File: src/verilog/sesf_pkg.sv
// Purpose: Constants for the sync edge sense flag block
// Assumes: 32-bit AHB-Lite register bus, one aligned word per register
// Notes: Offsets, field positions and reset values of the register map
package sesf_pkg;
  localparam logic [7:0] SESF_OFF_EDGE   = 8'h00;
  localparam logic [7:0] SESF_OFF_CONN   = 8'h04;
  localparam logic [7:0] SESF_OFF_ISTAT  = 8'h08;
  localparam logic [7:0] SESF_OFF_IEN    = 8'h0C;
  localparam logic [7:0] SESF_OFF_ICLR   = 8'h10;
  localparam logic [7:0] SESF_OFF_MASK   = 8'h14;
  localparam logic [7:0] SESF_OFF_WIN    = 8'h20;
  localparam int         SESF_BIT_BANK   = 7;
  localparam int         SESF_BIT_IHI    = 1;
  localparam int         SESF_BIT_IVI    = 0;
  localparam int         SESF_NFLAG      = 6;
  localparam logic [7:0] SESF_CONN_RST   = 8'h00;
  localparam logic [5:0] SESF_FLAG_RST   = 6'h00;
  localparam logic [7:0] SESF_MASK_RST   = 8'h00;
  localparam logic [3:0] SESF_WIN_WORDS  = 4'h8;
  localparam logic [3:0] SESF_WIN_ABITS  = 4'h3;
  typedef enum logic [2:0] {
    SESF_ST_IDLE  = 3'b001,
    SESF_ST_WRITE = 3'b010,
    SESF_ST_READ  = 3'b100
  } sesf_state_e;
endpackage

File: src/verilog/sesf_top.sv
// Purpose: Sync edge sense flags, bank select and shared timer window over AHB-Lite
// Assumes: Pin inputs synchronous to clk; OKAY response always
// Notes: Window slots 6 and 7 of the second bank read zero and ignore writes
//
// Local design decisions: the address map and the AHB-Lite interface to the registers.
module sesf_top
  import sesf_pkg::*;
(
  input  wire logic        clk,                // System clock, 25 MHz
  input  wire logic        rst,                // Synchronous reset, active high
  input  wire logic        hsel,               // Slave select
  input  wire logic [31:0] haddr,              // Byte address
  input  wire logic [1:0]  htrans,             // Transfer type
  input  wire logic        hwrite,             // Write when high
  input  wire logic [2:0]  hsize,              // Transfer size
  input  wire logic        hready,             // Bus ready in
  input  wire logic [31:0] hwdata,             // Write data
  output logic      [31:0] hrdata,             // Read data
  output logic             hreadyout,          // Slave ready
  output logic             hresp,              // Response, always OKAY
  input  wire logic        vert_sync_pin,      // Vertical sync input
  input  wire logic        horiz_sync_pin,     // Horizontal sync input
  input  wire logic        composite_sync_pin, // Composite sync input
  input  wire logic        horiz_flyback_pin,  // Horizontal flyback input
  input  wire logic        vert_flyback_pin,   // Vertical flyback input
  input  wire logic        internal_horiz_in,  // Routed horizontal signal
  input  wire logic        internal_vert_in,   // Routed vertical signal
  input  wire logic        mask_interval,      // High during the half-line mask
  output logic             timer_bank_select,  // Window steering bit
  output logic             irq                 // Level interrupt
);
  sesf_state_e state_reg;
  sesf_state_e state_next;
  logic [7:0]  addr_reg;
  logic [5:0]  flag_reg;
  logic [5:0]  seen_reg;
  logic [4:0]  pin_reg;
  logic        ihi_reg;
  logic [7:0]  conn_reg;
  logic [5:0]  istat_reg;
  logic [5:0]  ien_reg;
  logic [7:0]  mask_reg;
  logic [7:0]  win_rdata;

  wire         take      = hsel && hready && htrans[1];
  wire [4:0]   pins      = {vert_sync_pin, horiz_sync_pin, composite_sync_pin,
                            horiz_flyback_pin, vert_flyback_pin};
  wire [4:0]   pin_rise  = pins & ~pin_reg;
  wire         ihi_edge  = (internal_horiz_in ^ ihi_reg) && mask_interval;
  wire [5:0]   set_ev    = {pin_rise, ihi_edge};
  wire         is_wr     = (state_reg == SESF_ST_WRITE);
  wire         is_rd     = (state_reg == SESF_ST_READ);
  wire         wr_edge   = is_wr && (addr_reg == SESF_OFF_EDGE);
  wire         rd_edge   = is_rd && (addr_reg == SESF_OFF_EDGE);
  wire         in_win    = (addr_reg[7:5] == SESF_OFF_WIN[7:5]);
  wire [2:0]   win_slot  = addr_reg[4:2];
  wire         win_hole  = conn_reg[SESF_BIT_BANK] && win_slot[2] && win_slot[1];
  wire [7:0]   edge_word = {flag_reg, internal_horiz_in, internal_vert_in};
  // Cleared only where a 0 is written to a bit seen as 1
  wire [5:0]   clr_ok    = wr_edge ? (seen_reg & ~hwdata[7:2]) : 6'h00;
  wire [5:0]   flag_next = (flag_reg & ~clr_ok) | set_ev;
  wire         mem_we    = is_wr && in_win && !win_hole;
  wire [3:0]   mem_addr  = {conn_reg[SESF_BIT_BANK], is_wr || is_rd ? win_slot : haddr[4:2]};

  sesf_win_mem u_win (
    .clk   (clk),
    .rst   (rst),
    .we    (mem_we),
    .addr  (mem_addr),
    .wdata (hwdata[7:0]),
    .rdata (win_rdata)
  );

  always_comb
  begin
    state_next = SESF_ST_IDLE;
    case (state_reg)
      SESF_ST_IDLE, SESF_ST_WRITE, SESF_ST_READ:
        if (take)
          state_next = hwrite ? SESF_ST_WRITE : SESF_ST_READ;
      default:
        state_next = SESF_ST_IDLE;
    endcase
  end

  always_ff @(posedge clk)
  begin
    if (rst)
    begin
      state_reg <= SESF_ST_IDLE;
      addr_reg  <= 8'h00;
    end
    else
    begin
      state_reg <= state_next;
      if (take)
        addr_reg <= haddr[7:0];
    end
  end

  // Window reads need the address early, so the memory sees haddr during an address phase taken from SESF_ST_IDLE
  always_ff @(posedge clk)
  begin
    if (rst)
    begin
      flag_reg  <= SESF_FLAG_RST;
      seen_reg  <= SESF_FLAG_RST;
      pin_reg   <= 5'h1F;
      ihi_reg   <= 1'b0;
    end
    else
    begin
      flag_reg <= flag_next;
      pin_reg  <= pins;
      ihi_reg  <= internal_horiz_in;
      if (rd_edge)
        seen_reg <= flag_reg;
      else if (wr_edge)
        seen_reg <= 6'h00;
    end
  end

  always_ff @(posedge clk)
  begin
    if (rst)
    begin
      conn_reg  <= SESF_CONN_RST;
      ien_reg   <= 6'h00;
      mask_reg  <= SESF_MASK_RST;
      istat_reg <= 6'h00;
    end
    else
    begin
      if (is_wr && addr_reg == SESF_OFF_CONN)
        conn_reg <= hwdata[7:0];
      if (is_wr && addr_reg == SESF_OFF_IEN)
        ien_reg <= hwdata[5:0];
      if (is_wr && addr_reg == SESF_OFF_MASK)
        mask_reg <= hwdata[7:0];
      // New events win over a clear in the same cycle
      istat_reg <= (istat_reg & ~((is_wr && addr_reg == SESF_OFF_ICLR) ? hwdata[5:0] : 6'h00))
                   | set_ev;
    end
  end

  wire [7:0] rd_mux =
    (addr_reg == SESF_OFF_EDGE)  ? edge_word :
    (addr_reg == SESF_OFF_CONN)  ? conn_reg :
    (addr_reg == SESF_OFF_ISTAT) ? {2'b00, istat_reg} :
    (addr_reg == SESF_OFF_IEN)   ? {2'b00, ien_reg} :
    (addr_reg == SESF_OFF_MASK)  ? mask_reg :
    (in_win && !win_hole)        ? win_rdata : 8'h00;

  assign hrdata            = is_rd ? {24'h000000, rd_mux} : 32'h00000000;
  assign hreadyout         = 1'b1;
  assign hresp             = 1'b0;
  assign timer_bank_select = conn_reg[SESF_BIT_BANK];
  assign irq               = |(istat_reg & ien_reg);

  a_flag_reset: assert property (@(posedge clk) rst |=> flag_reg == 6'h00)
    else $error("flags not zero after reset");
  a_vedge_set: assert property (@(posedge clk) disable iff (rst)
    $rose(vert_sync_pin) |=> flag_reg[5])
    else $error("vertical sync edge missed");
  a_hedge_set: assert property (@(posedge clk) disable iff (rst)
    $rose(horiz_sync_pin) |=> flag_reg[4])
    else $error("horizontal sync edge missed");
  a_cedge_set: assert property (@(posedge clk) disable iff (rst)
    $rose(composite_sync_pin) |=> flag_reg[3])
    else $error("composite sync edge missed");
  a_hfb_set: assert property (@(posedge clk) disable iff (rst)
    $rose(horiz_flyback_pin) |=> flag_reg[2])
    else $error("horizontal flyback edge missed");
  a_vfb_set: assert property (@(posedge clk) disable iff (rst)
    $rose(vert_flyback_pin) |=> flag_reg[1])
    else $error("vertical flyback edge missed");
  a_preq_set: assert property (@(posedge clk) disable iff (rst)
    mask_interval && (internal_horiz_in != ihi_reg) |=> flag_reg[0])
    else $error("pre-equalization edge missed");
  a_clear_needs_read: assert property (@(posedge clk) disable iff (rst)
    (|(flag_reg & ~$past(flag_reg)) == 1'b0) && $fell(flag_reg[5]) |-> $past(seen_reg[5]))
    else $error("flag cleared without prior read");
  a_level_bits: assert property (@(posedge clk) disable iff (rst)
    is_rd && addr_reg == SESF_OFF_EDGE |-> hrdata[1:0] == {internal_horiz_in, internal_vert_in})
    else $error("level bits wrong");
  a_bank_write: assert property (@(posedge clk) disable iff (rst)
    is_wr && addr_reg == SESF_OFF_CONN |=> timer_bank_select == $past(hwdata[7]))
    else $error("bank select not stored");
  a_hole_zero: assert property (@(posedge clk) disable iff (rst)
    is_rd && in_win && win_hole |-> hrdata == 32'h0)
    else $error("unused slot not zero");

  c_edge_read: cover property (@(posedge clk) rd_edge && flag_reg != 6'h00);
  c_flag_clear: cover property (@(posedge clk) wr_edge && clr_ok != 6'h00);
  c_bank_one: cover property (@(posedge clk) mem_we && conn_reg[SESF_BIT_BANK]);
  c_irq: cover property (@(posedge clk) irq);
endmodule

File: src/verilog/sesf_win_mem.sv
// Purpose: Storage behind the shared timer window, sixteen byte registers
// Assumes: One write or read per cycle, read data registered
// Notes: Bank select forms the top address bit
module sesf_win_mem
  import sesf_pkg::*;
(
  input  wire logic       clk,   // System clock
  input  wire logic       rst,   // Synchronous reset
  input  wire logic       we,    // Write strobe
  input  wire logic [3:0] addr,  // Bank and slot
  input  wire logic [7:0] wdata, // Write data
  output logic      [7:0] rdata  // Registered read data
);
  logic [7:0] mem_reg [16];

  always_ff @(posedge clk)
  begin
    if (rst)
    begin
      for (int i = 0; i < 16; i++)
        mem_reg[i] <= 8'h00;
      rdata <= 8'h00;
    end
    else
    begin
      if (we)
        mem_reg[addr] <= wdata;
      rdata <= mem_reg[addr];
    end
  end
endmodule

File: config.mk
export PLATFORM = sky130hd
export DESIGN_NAME = sesf_top
export DESIGN_NICKNAME = d
export VERILOG_FILES = /design/src/verilog/sesf_pkg.sv /design/src/verilog/sesf_top.sv /design/src/verilog/sesf_win_mem.sv
export SDC_FILE = /design/constraint.sdc
export NUM_CORES = 1
export LEC_CHECK = 0
export ABC_AREA = 1
export BUFFER_PORTS_ARGS = -buffer_cell sky130_fd_sc_hd__buf_2
export CORE_MARGIN = 1
export CORE_UTILIZATION = 62
export DETAILED_ROUTE_END_ITERATION = 16
export GPL_TIMING_DRIVEN = 0
export PLACE_DENSITY_LB_ADDON = 0.05
export SYNTH_ARGS = -nofsm -noshare
export SYNTH_HDL_FRONTEND = slang
export SYNTH_SLANG_ARGS = --single-unit
File: constraint.sdc
create_clock -name clk -period 4.1 [get_ports clk]
set_input_delay 0.615 -clock clk [delete_from_list [all_inputs] [get_ports clk]]
set_output_delay 0.615 -clock clk [all_outputs]
set_load 0.005 [all_outputs]
==> metrics.txt, run 1 <==
die area 14,800 µm²; Synth cell types 30; critical path type reg -> out; Hold Buf Count CTS 0; share of cells above drive strength 1 10.8%; maximum VDD drop 0.304 mV; Post-Synth Simple-Gate Area 28.4%; Area Growth Syn to Fin 13.5%; setup_tns 0 ns; # clock sinks 193; mux cell area share after synthesis 0%; number of buffer cells added on primary ports 38; initial core utilization 63.8%; clock root buffer clkbuf_16; Chip Width 121 µm; Gate Count Post-Synth 1,053; clock buffer count from CTS 17; slew margin rel. 37.5%; pwr dens 420 nW/µm²; Max-Cap Viols 0; final hold violation count 0; fraction of post-synthesis cell area in the top cell type by area 43.4%; number of global-route vias before repair 6,721; Synth Area in Compound Gates 6.98%; router iterations before antenna repair 5; Yosys Warn Count 0; most common cell after layout, fill and taps aside nand2_1; antenna cells 0; CTS tree yes; largest cells by area after synthesis edfxtp_1 43%, nand2_1 16%, dfxtp_1 15%; Vias/cell 5.48; CP max FO 5; Post-Synth Adder-Cell Area 0%; outcome complete, no violations; Cell Area, Synth 8850 µm²; final HPWL from detailed placement 15,300 µm; first-pass GRT wire length 34,400 µm; Max stage delay cell, worst path nor4_1; worst reg-to-reg path cell count 9; clk_skew 0.00603 ns; fin. max-slew vios 0; post-CTS setup buffers 0; residual DRC count 0; Fmax 308 MHz; Worst Setup End Kind output port; Setup-failing EPs final 0; WP data arrival 2.63 ns; wl on met1 9150 µm; top sig layer met4; Worst Hold Slack 0.346 ns; CP Cell Sequence nor2_1 -> nand3_1 -> nor4_1 -> inv_1 -> o21ai_0 -> nor2_1 -> o21ai_0 -> buf_2; Post-CTS Resized 0; gr ovfl total 0; WL final 22,400 µm; worst hold path type in -> reg; static leakage 4.47 nW; clock period minus final worst setup slack 3.24 ns; largest net degree at the start of global routing 17; combinational family with the most area after synthesis simple AND/OR/NAND/NOR gates; register bit total from synthesis 193; initial antenna violation count 0; FP Rows 43; WP data required 3.48 ns; placed cell count 1,311; total number of vias 7,366; Critical Path Source Type flop; metal3 WL 2170 µm; critical path's largest stage delay 0.71 ns; max reg flops 128; Tcrit/Tclk final 79.1%; Seq/Total Area, Yosys 58.1%; global-route usage over all layers 31.8%; Worst-Skew Late Latency 0.43 ns; DR iter-0 viols 877; RD Place Congestion 0.912; Post-Synth XOR/XNOR Area 0.0990%; Die Y 121 µm; Post-Syn Area per Cell 8.40 µm²; CTS Buffer Depth 2; # IOs 118; core area 13,900 µm²; Clock transition at path regs 0.07 ns; Antenna Nets Post-Route 0; CTS H-tree lvls 4; hold path depth 2; most frequent cells in the layout 368 x nand2_1, 153 x nor2_1, 128 x edfxtp_1; DR WL met2 10,400 µm; Yosys top cell by area edfxtp_1; slew at the pin closest to its max-slew limit 0.931 ns; RSZ-0062 raised after global routing no; Final #Nets 1,232; fin cells 1,343; Wirelength per Cell 16.7 µm
-- final timing paths --
check	endpoint	slack [ns]	from
worst max-delay path	hrdata[5]	0.86	addr_reg[7]$_SDFFE_PP0P_
worst min-delay path	state_reg[2]$_SDFF_PP0_	0.35	hwrite
worst max register to register	u_win.mem_reg[4][7]$_SDFFCE_PN0P_	1.18	state_reg[1]$_SDFF_PP0_
worst min register to register	addr_reg[7]$_SDFFE_PP0P_	0.45	addr_reg[7]$_SDFFE_PP0P_
-- layer usage --
metal | vias to the layer above | GRT usage, %
met4 | 0 | 12.0
met1 | 3366 | 43.2
met2 | 364 | 49.9
met5 | - | 0
li1 | 3570 | -
met3 | 66 | 7.10
-- kinds of logic after synthesis --
kind of cell,count (synthesis)
buffers and inverters,120
AND/OR/NAND/NOR,625
flip-flops,193
other,2
AO/OA/AOI/OAI,112
XOR/XNOR,1
-- worst max-delay path: cells and delay by family, from the launching register on --
family,cells,cell delay [ns]
and+or+nand+nor,4,1.12
buffers and inverters,2,0.32
DFF,1,0.31
AOI/OAI and AO/OA,2,0.45
-- cell type report --
| class | count | area [µm²] |
|---|---|---|
| flip-flops and latches | 193 | 5140 |
| fillers | 1068 | 3840 |
| multi-input cells | 780 | 3300 |
| clock buffers | 21 | 492 |
| plain buffers | 76 | 394 |
| well taps | 180 | 225 |
| repair buffers | 38 | 190 |
| inverters | 44 | 165 |
| clock inverters | 11 | 136 |
-- synthesized netlist by cell type --
library cell / number
a31oi_4: 1
a221oi_1: 1
edfxtp_1: 128
buf_2: 9
conb_1: 2
nand3_1: 80
nand2_1: 368
nor2_2: 5
xor2_1: 1
nor2_1: 153
a21oi_1: 48
nand2_2: 2
dfxtp_1: 65
o211ai_1: 2
nand3b_1: 1
nand4_1: 1
nor3_1: 6
inv_1: 34
nand3_2: 3
buf_4: 26
o21ai_2: 2
buf_1: 1
clkinv_1: 7
o21ai_0: 48
or2_2: 5
clkbuf_1: 40
inv_2: 3
a21o_1: 4
a211oi_1: 6
nor4_1: 1
-- where the power goes --
group	leakage [nW]	switching, W	internal [W]
sequential	1.84	0.0000243	0.00214
combinational	2.31	0.000225	0.0000912
clock	0.320	0.000718	0.00102
total	4.47	0.000967	0.00325
-- per-stage QoR --
stage | cell area [µm²] | util (%) | setup WS [ns] | total power, W
floorplan | 9000 | - | 2.00 | 0.00241
global placement | 9420 | 67.8 | 1.23 | 0.00250
detailed placement | 9420 | 67.8 | 1.18 | 0.00251
CTS | 10000 | 72.4 | 0.960 | 0.00420
global route | 10000 | 72.4 | 0.598 | 0.00432
finish | 10000 | 72.4 | 0.855 | 0.00422
Power figures use the tool's default switching activity.
==> inputs of run 2 (changes only) <==
--- a/config.mk
+++ b/config.mk
@@ -5,10 +5,10 @@
 export SDC_FILE = /design/constraint.sdc
 export NUM_CORES = 1
 export LEC_CHECK = 0
-export ABC_AREA = 1
+export ABC_AREA = 0
 export BUFFER_PORTS_ARGS = -buffer_cell sky130_fd_sc_hd__buf_2
 export CORE_MARGIN = 1
-export CORE_UTILIZATION = 62
+export CORE_UTILIZATION = 58
 export DETAILED_ROUTE_END_ITERATION = 16
 export GPL_TIMING_DRIVEN = 0
 export PLACE_DENSITY_LB_ADDON = 0.05
==> constraint.sdc (replaced) <==
create_clock -name clk -period 3.25 [get_ports clk]
set_input_delay 0.4875 -clock clk [delete_from_list [all_inputs] [get_ports clk]]
set_output_delay 0.4875 -clock clk [all_outputs]
set_load 0.005 [all_outputs]
==> metrics.txt, run 2 <==
static leakage 3.95 nW (-12%); setup_tns 0 ns (unchanged); initial antenna violation count 1 (+1); FP Rows 45 (+4.7%); CTS H-tree lvls 4 (unchanged); clock period minus final worst setup slack 3.07 ns; Final #Nets 980 (-20%); Cell Area, Synth 9040 µm² (+2.1%); area of the multi-input gates 3610 µm² (+9.5%); Gate Count Post-Synth 806 (-23%); Die Y 127 µm (+4.4%); initial core utilization 59.5% (-4.3 points); Critical Path Source Type flop; worst hold path type in -> reg; CTS Buffer Depth 2 (unchanged); Synth Flop Type edfxtp_1; total number of vias 6,575 (-11%); WP data required 2.76 ns (-0.72 ns); slew margin rel. 46.4% (+8.9 points); WP data arrival 2.58 ns (-0.05 ns); Vias/cell 5.98 (+9.1%); Yosys Warn Count 0 (unchanged); number of global-route vias before repair 6,433 (-4.3%); router iterations before antenna repair 8 (+3); register bit total from synthesis 193 (unchanged); delay-heaviest family, CP simple AND/OR/NAND/NOR gates; Antenna Nets Post-Route 0 (unchanged); Worst-Skew Late Latency 0.44 ns (about the same); Wirelength per Cell 21.7 µm (+30%); final hold violation count 0 (unchanged); first-pass GRT wire length 36,000 µm (+4.8%); RD Place Congestion 0.932 (+2.2%); critical path's largest stage delay 0.34 ns (-0.37 ns); Post-Synth XOR/XNOR Area 0.374% (+0.27 points); clk_skew 0.00898 ns (+0.00296 ns); fin. max-slew vios 0 (unchanged); largest net degree at the start of global routing 17 (unchanged); Max-Cap Viols 0 (unchanged); Post-Synth Adder-Cell Area 0% (unchanged); die area 16,100 µm² (+9.0%); Synth cell types 49 (+63%); FF+latch area 5140 µm² (unchanged); combinational family with the most area after synthesis simple AND/OR/NAND/NOR gates; CP Cell Sequence clkbuf_1 -> nor2b_1 -> nand3b_1 -> nor2_2 -> clkbuf_2 -> a222oi_1 -> nor2_1 -> buf_2; pwr dens 520 nW/µm² (+24%); Max stage delay cell, worst path clkbuf_1; number of buffer cells added on primary ports 34 (-11%); largest cells by area after synthesis edfxtp_1 43%, dfxtp_1 14%, and2_1 7.9%; post-CTS setup buffers 0 (unchanged); CTS tree yes; EDFF count, synth 128 (unchanged); outcome complete, no violations; Tcrit/Tclk final 94.4%; gr ovfl total 0 (unchanged); # clock sinks 193 (unchanged); fraction of post-synthesis cell area in the top cell type by area 42.5% (-0.91 points); clock root buffer clkbuf_16; Clock transition at path regs 0.07 ns (about the same); Filler cells 1,203 (+13%); CP max FO 10 (+5); WP buf/inv 3 (+1); global-route usage over all layers 31.1% (-0.74 points); mux cell area share after synthesis 4.68% (+4.7 points); Post-Syn Area per Cell 11.2 µm² (+33%); max reg flops 128 (unchanged); Chip Width 127 µm (+4.4%); most frequent cells in the layout 128 x edfxtp_1, 114 x and2_1, 80 x nand2_1; Seq/Total Area, Yosys 56.9% (-1.2 points); async set or reset register ratio after synthesis 0% (unchanged); most common cell in the netlist edfxtp_1; Setup-failing EPs final 0 (unchanged); # IOs 118 (unchanged); final HPWL from detailed placement 16,800 µm (+9.9%); Yosys top cell by area edfxtp_1; Worst Setup End Kind output port; placed cell count 1,068 (-19%); DR iter-0 viols 683 (-22%); share of cells above drive strength 1 18.2% (+7.4 points); Post-Synth Simple-Gate Area 21.3% (-7.1 points); Fmax 326 MHz; Synth Area in Compound Gates 11.8% (+4.8 points); top post-synthesis cells by count 128 x edfxtp_1, 114 x and2_1, 80 x nand2_1; clock buffer count from CTS 17 (unchanged); Area Growth Syn to Fin 13.1%; most common cell after layout, fill and taps aside edfxtp_1; maximum VDD drop 0.418 mV (+37%); fin cells 1,099 (-18%); critical path type reg -> out; core area 15,200 µm² (+9.5%); RSZ-0062 raised after global routing no; WL final 23,800 µm (+6.2%); slew at the pin closest to its max-slew limit 0.804 ns (-0.127 ns); residual DRC count 0 (unchanged); antenna cells 0 (unchanged)
[run 2: cell types whose count changed after synthesis, sizes merged, moves of 33 or more]
cell / delta
nand2: -288
nor2: -125
and2: +114
nand3: -68
o21ai: -34
and3: +33
inv: -33
[run 2: cell families (layout without fill, tap and decap cells)]
family,count (synthesis),in the layout
AOI/OAI and AO/OA,150,150
and+or+nand+nor,335,335
buffers and inverters,85,150
xor gates and xnor gates,3,3
muxes,38,38
other,2,42
DFF,193,193
[run 2: cell type report]
cell class / count / area share (%)
Sequential cell: 193 / 50.3
Multi-Input combinational cell: 568 / 35.3
Clock buffer: 21 / 5.03
Buffer: 80 / 4.21
Tap cell: 188 / 2.30
Timing Repair Buffer: 34 / 1.66
Clock inverter: 11 / 1.04
Inverter: 4 / 0.147
[run 2: final timing paths]
path | startpoint | endpoint | slack [ns] | cells after the start
max | addr_reg[4]$_SDFFE_PP0P_ | hrdata[7] | 0.18 | 8
min | hwrite | state_reg[2]$_SDFF_PP0_ | 0.23 | 2
max reg2reg | addr_reg[2]$_SDFFE_PP0P_ | u_win.mem_reg[9][7]$_SDFFCE_PN0P_ | 0.29 | 5
min reg2reg | mask_reg[5]$_SDFFE_PP0P_ | mask_reg[5]$_SDFFE_PP0P_ | 0.46 | 2
[run 2: power breakdown]
part / internal [W] / leakage [nW] / total [W] / switching (W)
registers: 0.00270 / 1.84 / 0.00273 / 0.0000360
logic: 0.000134 / 1.79 / 0.000394 / 0.000260
clock network: 0.00126 / 0.319 / 0.00219 / 0.000933
total: 0.00409 / 3.95 / 0.00532 / 0.00123
[run 2: worst register-to-register path, delay by kind of cell, from the launching register on]
family	cells	cell delay, ns
buf+inv	1	0.22
simple gates	4	1.76
flops	1	0.68
[run 2: what timing repair did]
item	CTS	global route
hold buffers	0	0
endpoints found under the setup margin	3	18
gates resized for setup	2	3
hold endpoints to repair	0	0
[run 2: stage by stage]
stage | hold WS [ns] | area, µm² | utilization [%] | total power [W] | worst slack (ns)
3_3_place_gp | 0.442 | 9600 | 63.1 | 0.00316 | 0.235
3_5_place_dp | 0.451 | 9600 | 63.1 | 0.00317 | 0.179
5_1_grt | 0.239 | 10200 | 67.3 | 0.00545 | 0.0615
2_1_floorplan | 0.436 | 9190 | - | 0.00303 | 0.824
6_report | 0.230 | 10200 | 67.3 | 0.00532 | 0.181
4_1_cts | 0.213 | 10200 | 67.2 | 0.00531 | 0.106
[run 2: metal layers]
metal | wire (µm) | global-route usage [%] | up-vias
met4 | 682 | 13.6 | 0
li1 | - | - | 3037
met3 | 1940 | 8.77 | 51
met5 | 0 | 0 | -
met1 | 10000 | 40.5 | 3210
met2 | 11200 | 48.7 | 277
==> inputs of run 3 (changes only) <==
--- a/config.mk
+++ b/config.mk
@@ -7,8 +7,10 @@
 export LEC_CHECK = 0
 export ABC_AREA = 0
 export BUFFER_PORTS_ARGS = -buffer_cell sky130_fd_sc_hd__buf_2
+export CORE_ASPECT_RATIO = 1.25
 export CORE_MARGIN = 1
-export CORE_UTILIZATION = 58
+export CORE_UTILIZATION = 60
+export CTS_BUF_LIST = sky130_fd_sc_hd__clkbuf_4 sky130_fd_sc_hd__clkbuf_8
 export DETAILED_ROUTE_END_ITERATION = 16
 export GPL_TIMING_DRIVEN = 0
 export PLACE_DENSITY_LB_ADDON = 0.05
==> metrics.txt, run 3 (synthesis gave the netlist of run 2 again) <==
WL final 23,900 µm (+0.47%); worst hold path type in -> reg; DR iter-0 viols 677 (-0.88%); WP data arrival 2.55 ns (-0.03 ns); number of buffer cells added on primary ports 34 (unchanged); core area 14,500 µm² (-4.4%); total number of vias 6,613 (+0.58%); outcome finished with violations; Hold Buf Count CTS 0 (unchanged); number of global-route vias before repair 6,601 (+2.6%); Vias/cell 6.07 (+1.5%); pwr dens 477 nW/µm² (-8.2%); setup_tns 0 ns (unchanged); clock period minus final worst setup slack 3.04 ns (-0.0313 ns); FP Rows 49 (+8.9%); hold path depth 2 (unchanged); most common cell after layout, fill and taps aside edfxtp_1; Area Growth Syn to Fin 10.6%; total power 0.00477 W (-10%); Wirelength per Cell 22.0 µm (+1.4%); residual DRC count 2 (+2); failing checks DRC; Antenna Nets Post-Route 0 (unchanged); # IOs 118 (unchanged); Clock transition at path regs 0.09 ns (+0.02 ns); Final #Nets 980 (unchanged); CP max FO 10 (unchanged); CTS Buffer Depth 2 (unchanged); Max-Cap Viols 0 (unchanged); worst reg-to-reg path cell count 8 (+3); fin cells 1,089 (-0.91%); first-pass GRT wire length 36,400 µm (+0.96%); RD Place Congestion 0.921 (-1.2%); max reg flops 128 (unchanged); share of cells above drive strength 1 18.2% (unchanged); maximum VDD drop 0.370 mV (-11%); router iterations before antenna repair 11 (+3); Die Y 139 µm (+9.8%); initial antenna violation count 0 (-1); Worst Setup End Kind output port; Worst-Skew Late Latency 0.48 ns (+0.04 ns); Tcrit/Tclk final 93.5% (-0.96 points); Critical Path Source Type flop; critical path type reg -> out; final HPWL from detailed placement 17,000 µm (+1.2%); CTS H-tree lvls 4 (unchanged); final hold violation count 0 (unchanged); CP Cell Sequence clkbuf_2 -> mux2i_1 -> nand2_1 -> a222oi_1 -> a211oi_1 -> buf_2; die area 15,600 µm² (-3.3%); Max stage delay cell, worst path dfxtp_1; initial core utilization 62.2% (+2.7 points); Fmax 329 MHz (+1.0%); static leakage 3.84 nW (-2.9%); global-route usage over all layers 32.0% (+0.91 points); WP data required 2.76 ns (about the same); clock buffer count from CTS 17 (unchanged); # clock sinks 193 (unchanged); gr ovfl total 0 (unchanged); largest net degree at the start of global routing 17 (unchanged); RSZ-0062 raised after global routing no; Chip Width 112 µm (-12%); setup slack, reg-to-reg 0.30 ns (about the same); slew margin rel. 41.1% (-5.3 points); CTS tree yes; final core utilization 68.8% (+1.6 points); most frequent cells in the layout 128 x edfxtp_1, 114 x and2_1, 80 x nand2_1; fin. max-slew vios 0 (unchanged); critical path's largest stage delay 0.65 ns (+0.31 ns); clock root buffer clkbuf_8; placed cell count 1,058 (-0.94%); antenna cells 0 (unchanged); clk_skew 0.0114 ns (+0.00237 ns); slew at the pin closest to its max-slew limit 0.859 ns (+0.0547 ns); Setup-failing EPs final 0 (unchanged)
==> run 3: critical path, delay by kind of cell (launching register included) <==
family	cells	cell delay [ns]
muxes	1	0.29
DFF	1	0.65
buffers and inverters	2	0.58
AOI/OAI and AO/OA	2	0.44
and+or+nand+nor	1	0.12
==> run 3: per-stage QoR <==
step	hold WS (ns)	setup WS, ns	cell area [µm²]
after global routing	0.184	0.109	10000
after global placement	0.442	0.225	9580
final	0.185	0.212	10000
after floorplan	0.436	0.824	9190
after CTS	0.172	0.0700	10000
after detailed placement	0.452	0.143	9580
==> run 3: worst paths after layout <==
kind                                        endpoint                     start
setup / recovery                           hrdata[4]  addr_reg[2]$_SDFFE_PP0P_
setup reg to reg  u_win.mem_reg[10][7]$_SDFFCE_PN0P_   state_reg[2]$_SDFF_PP0_
hold / removal               state_reg[2]$_SDFF_PP0_                    hwrite
hold reg to reg             mask_reg[6]$_SDFFE_PP0P_  mask_reg[6]$_SDFFE_PP0P_
==> run 3: final cells by class <==
class / count / area, µm²
flip-flops and latches: 193 / 5140
fillers: 1082 / 4530
multi-input cells: 568 / 3610
plain buffers: 80 / 430
clock buffers: 18 / 241
well taps: 178 / 223
repair buffers: 34 / 170
clock inverters: 14 / 164
inverters: 4 / 15.0
==> run 3: metal layers <==
| layer | vias to the layer above | wire (µm) | track usage, % |
|---|---|---|---|
| met5 | - | 0 | 0 |
| met1 | 3207 | 8860 | 36.1 |
| met3 | 74 | 1380 | 5.36 |
| met4 | 0 | 1050 | 17.9 |
| met2 | 294 | 12600 | 57.2 |
| li1 | 3038 | - | - |
==> run 3: timing repair <==
action	4_1_cts	5_1_grt
gates cloned	0	0
setup endpoints to repair	3	22
setup buffers	0	0
endpoints found under the hold margin	0	0
pin swaps	0	0
gates resized for setup	2	4
==> run 3: where the power goes <==
part | switching [W] | leakage [nW] | total, W | internal, W
Sequential | 0.0000345 | 1.84 | 0.00273 | 0.00270
Clock | 0.000880 | 0.204 | 0.00165 | 0.000767
Combinational | 0.000264 | 1.79 | 0.000398 | 0.000134
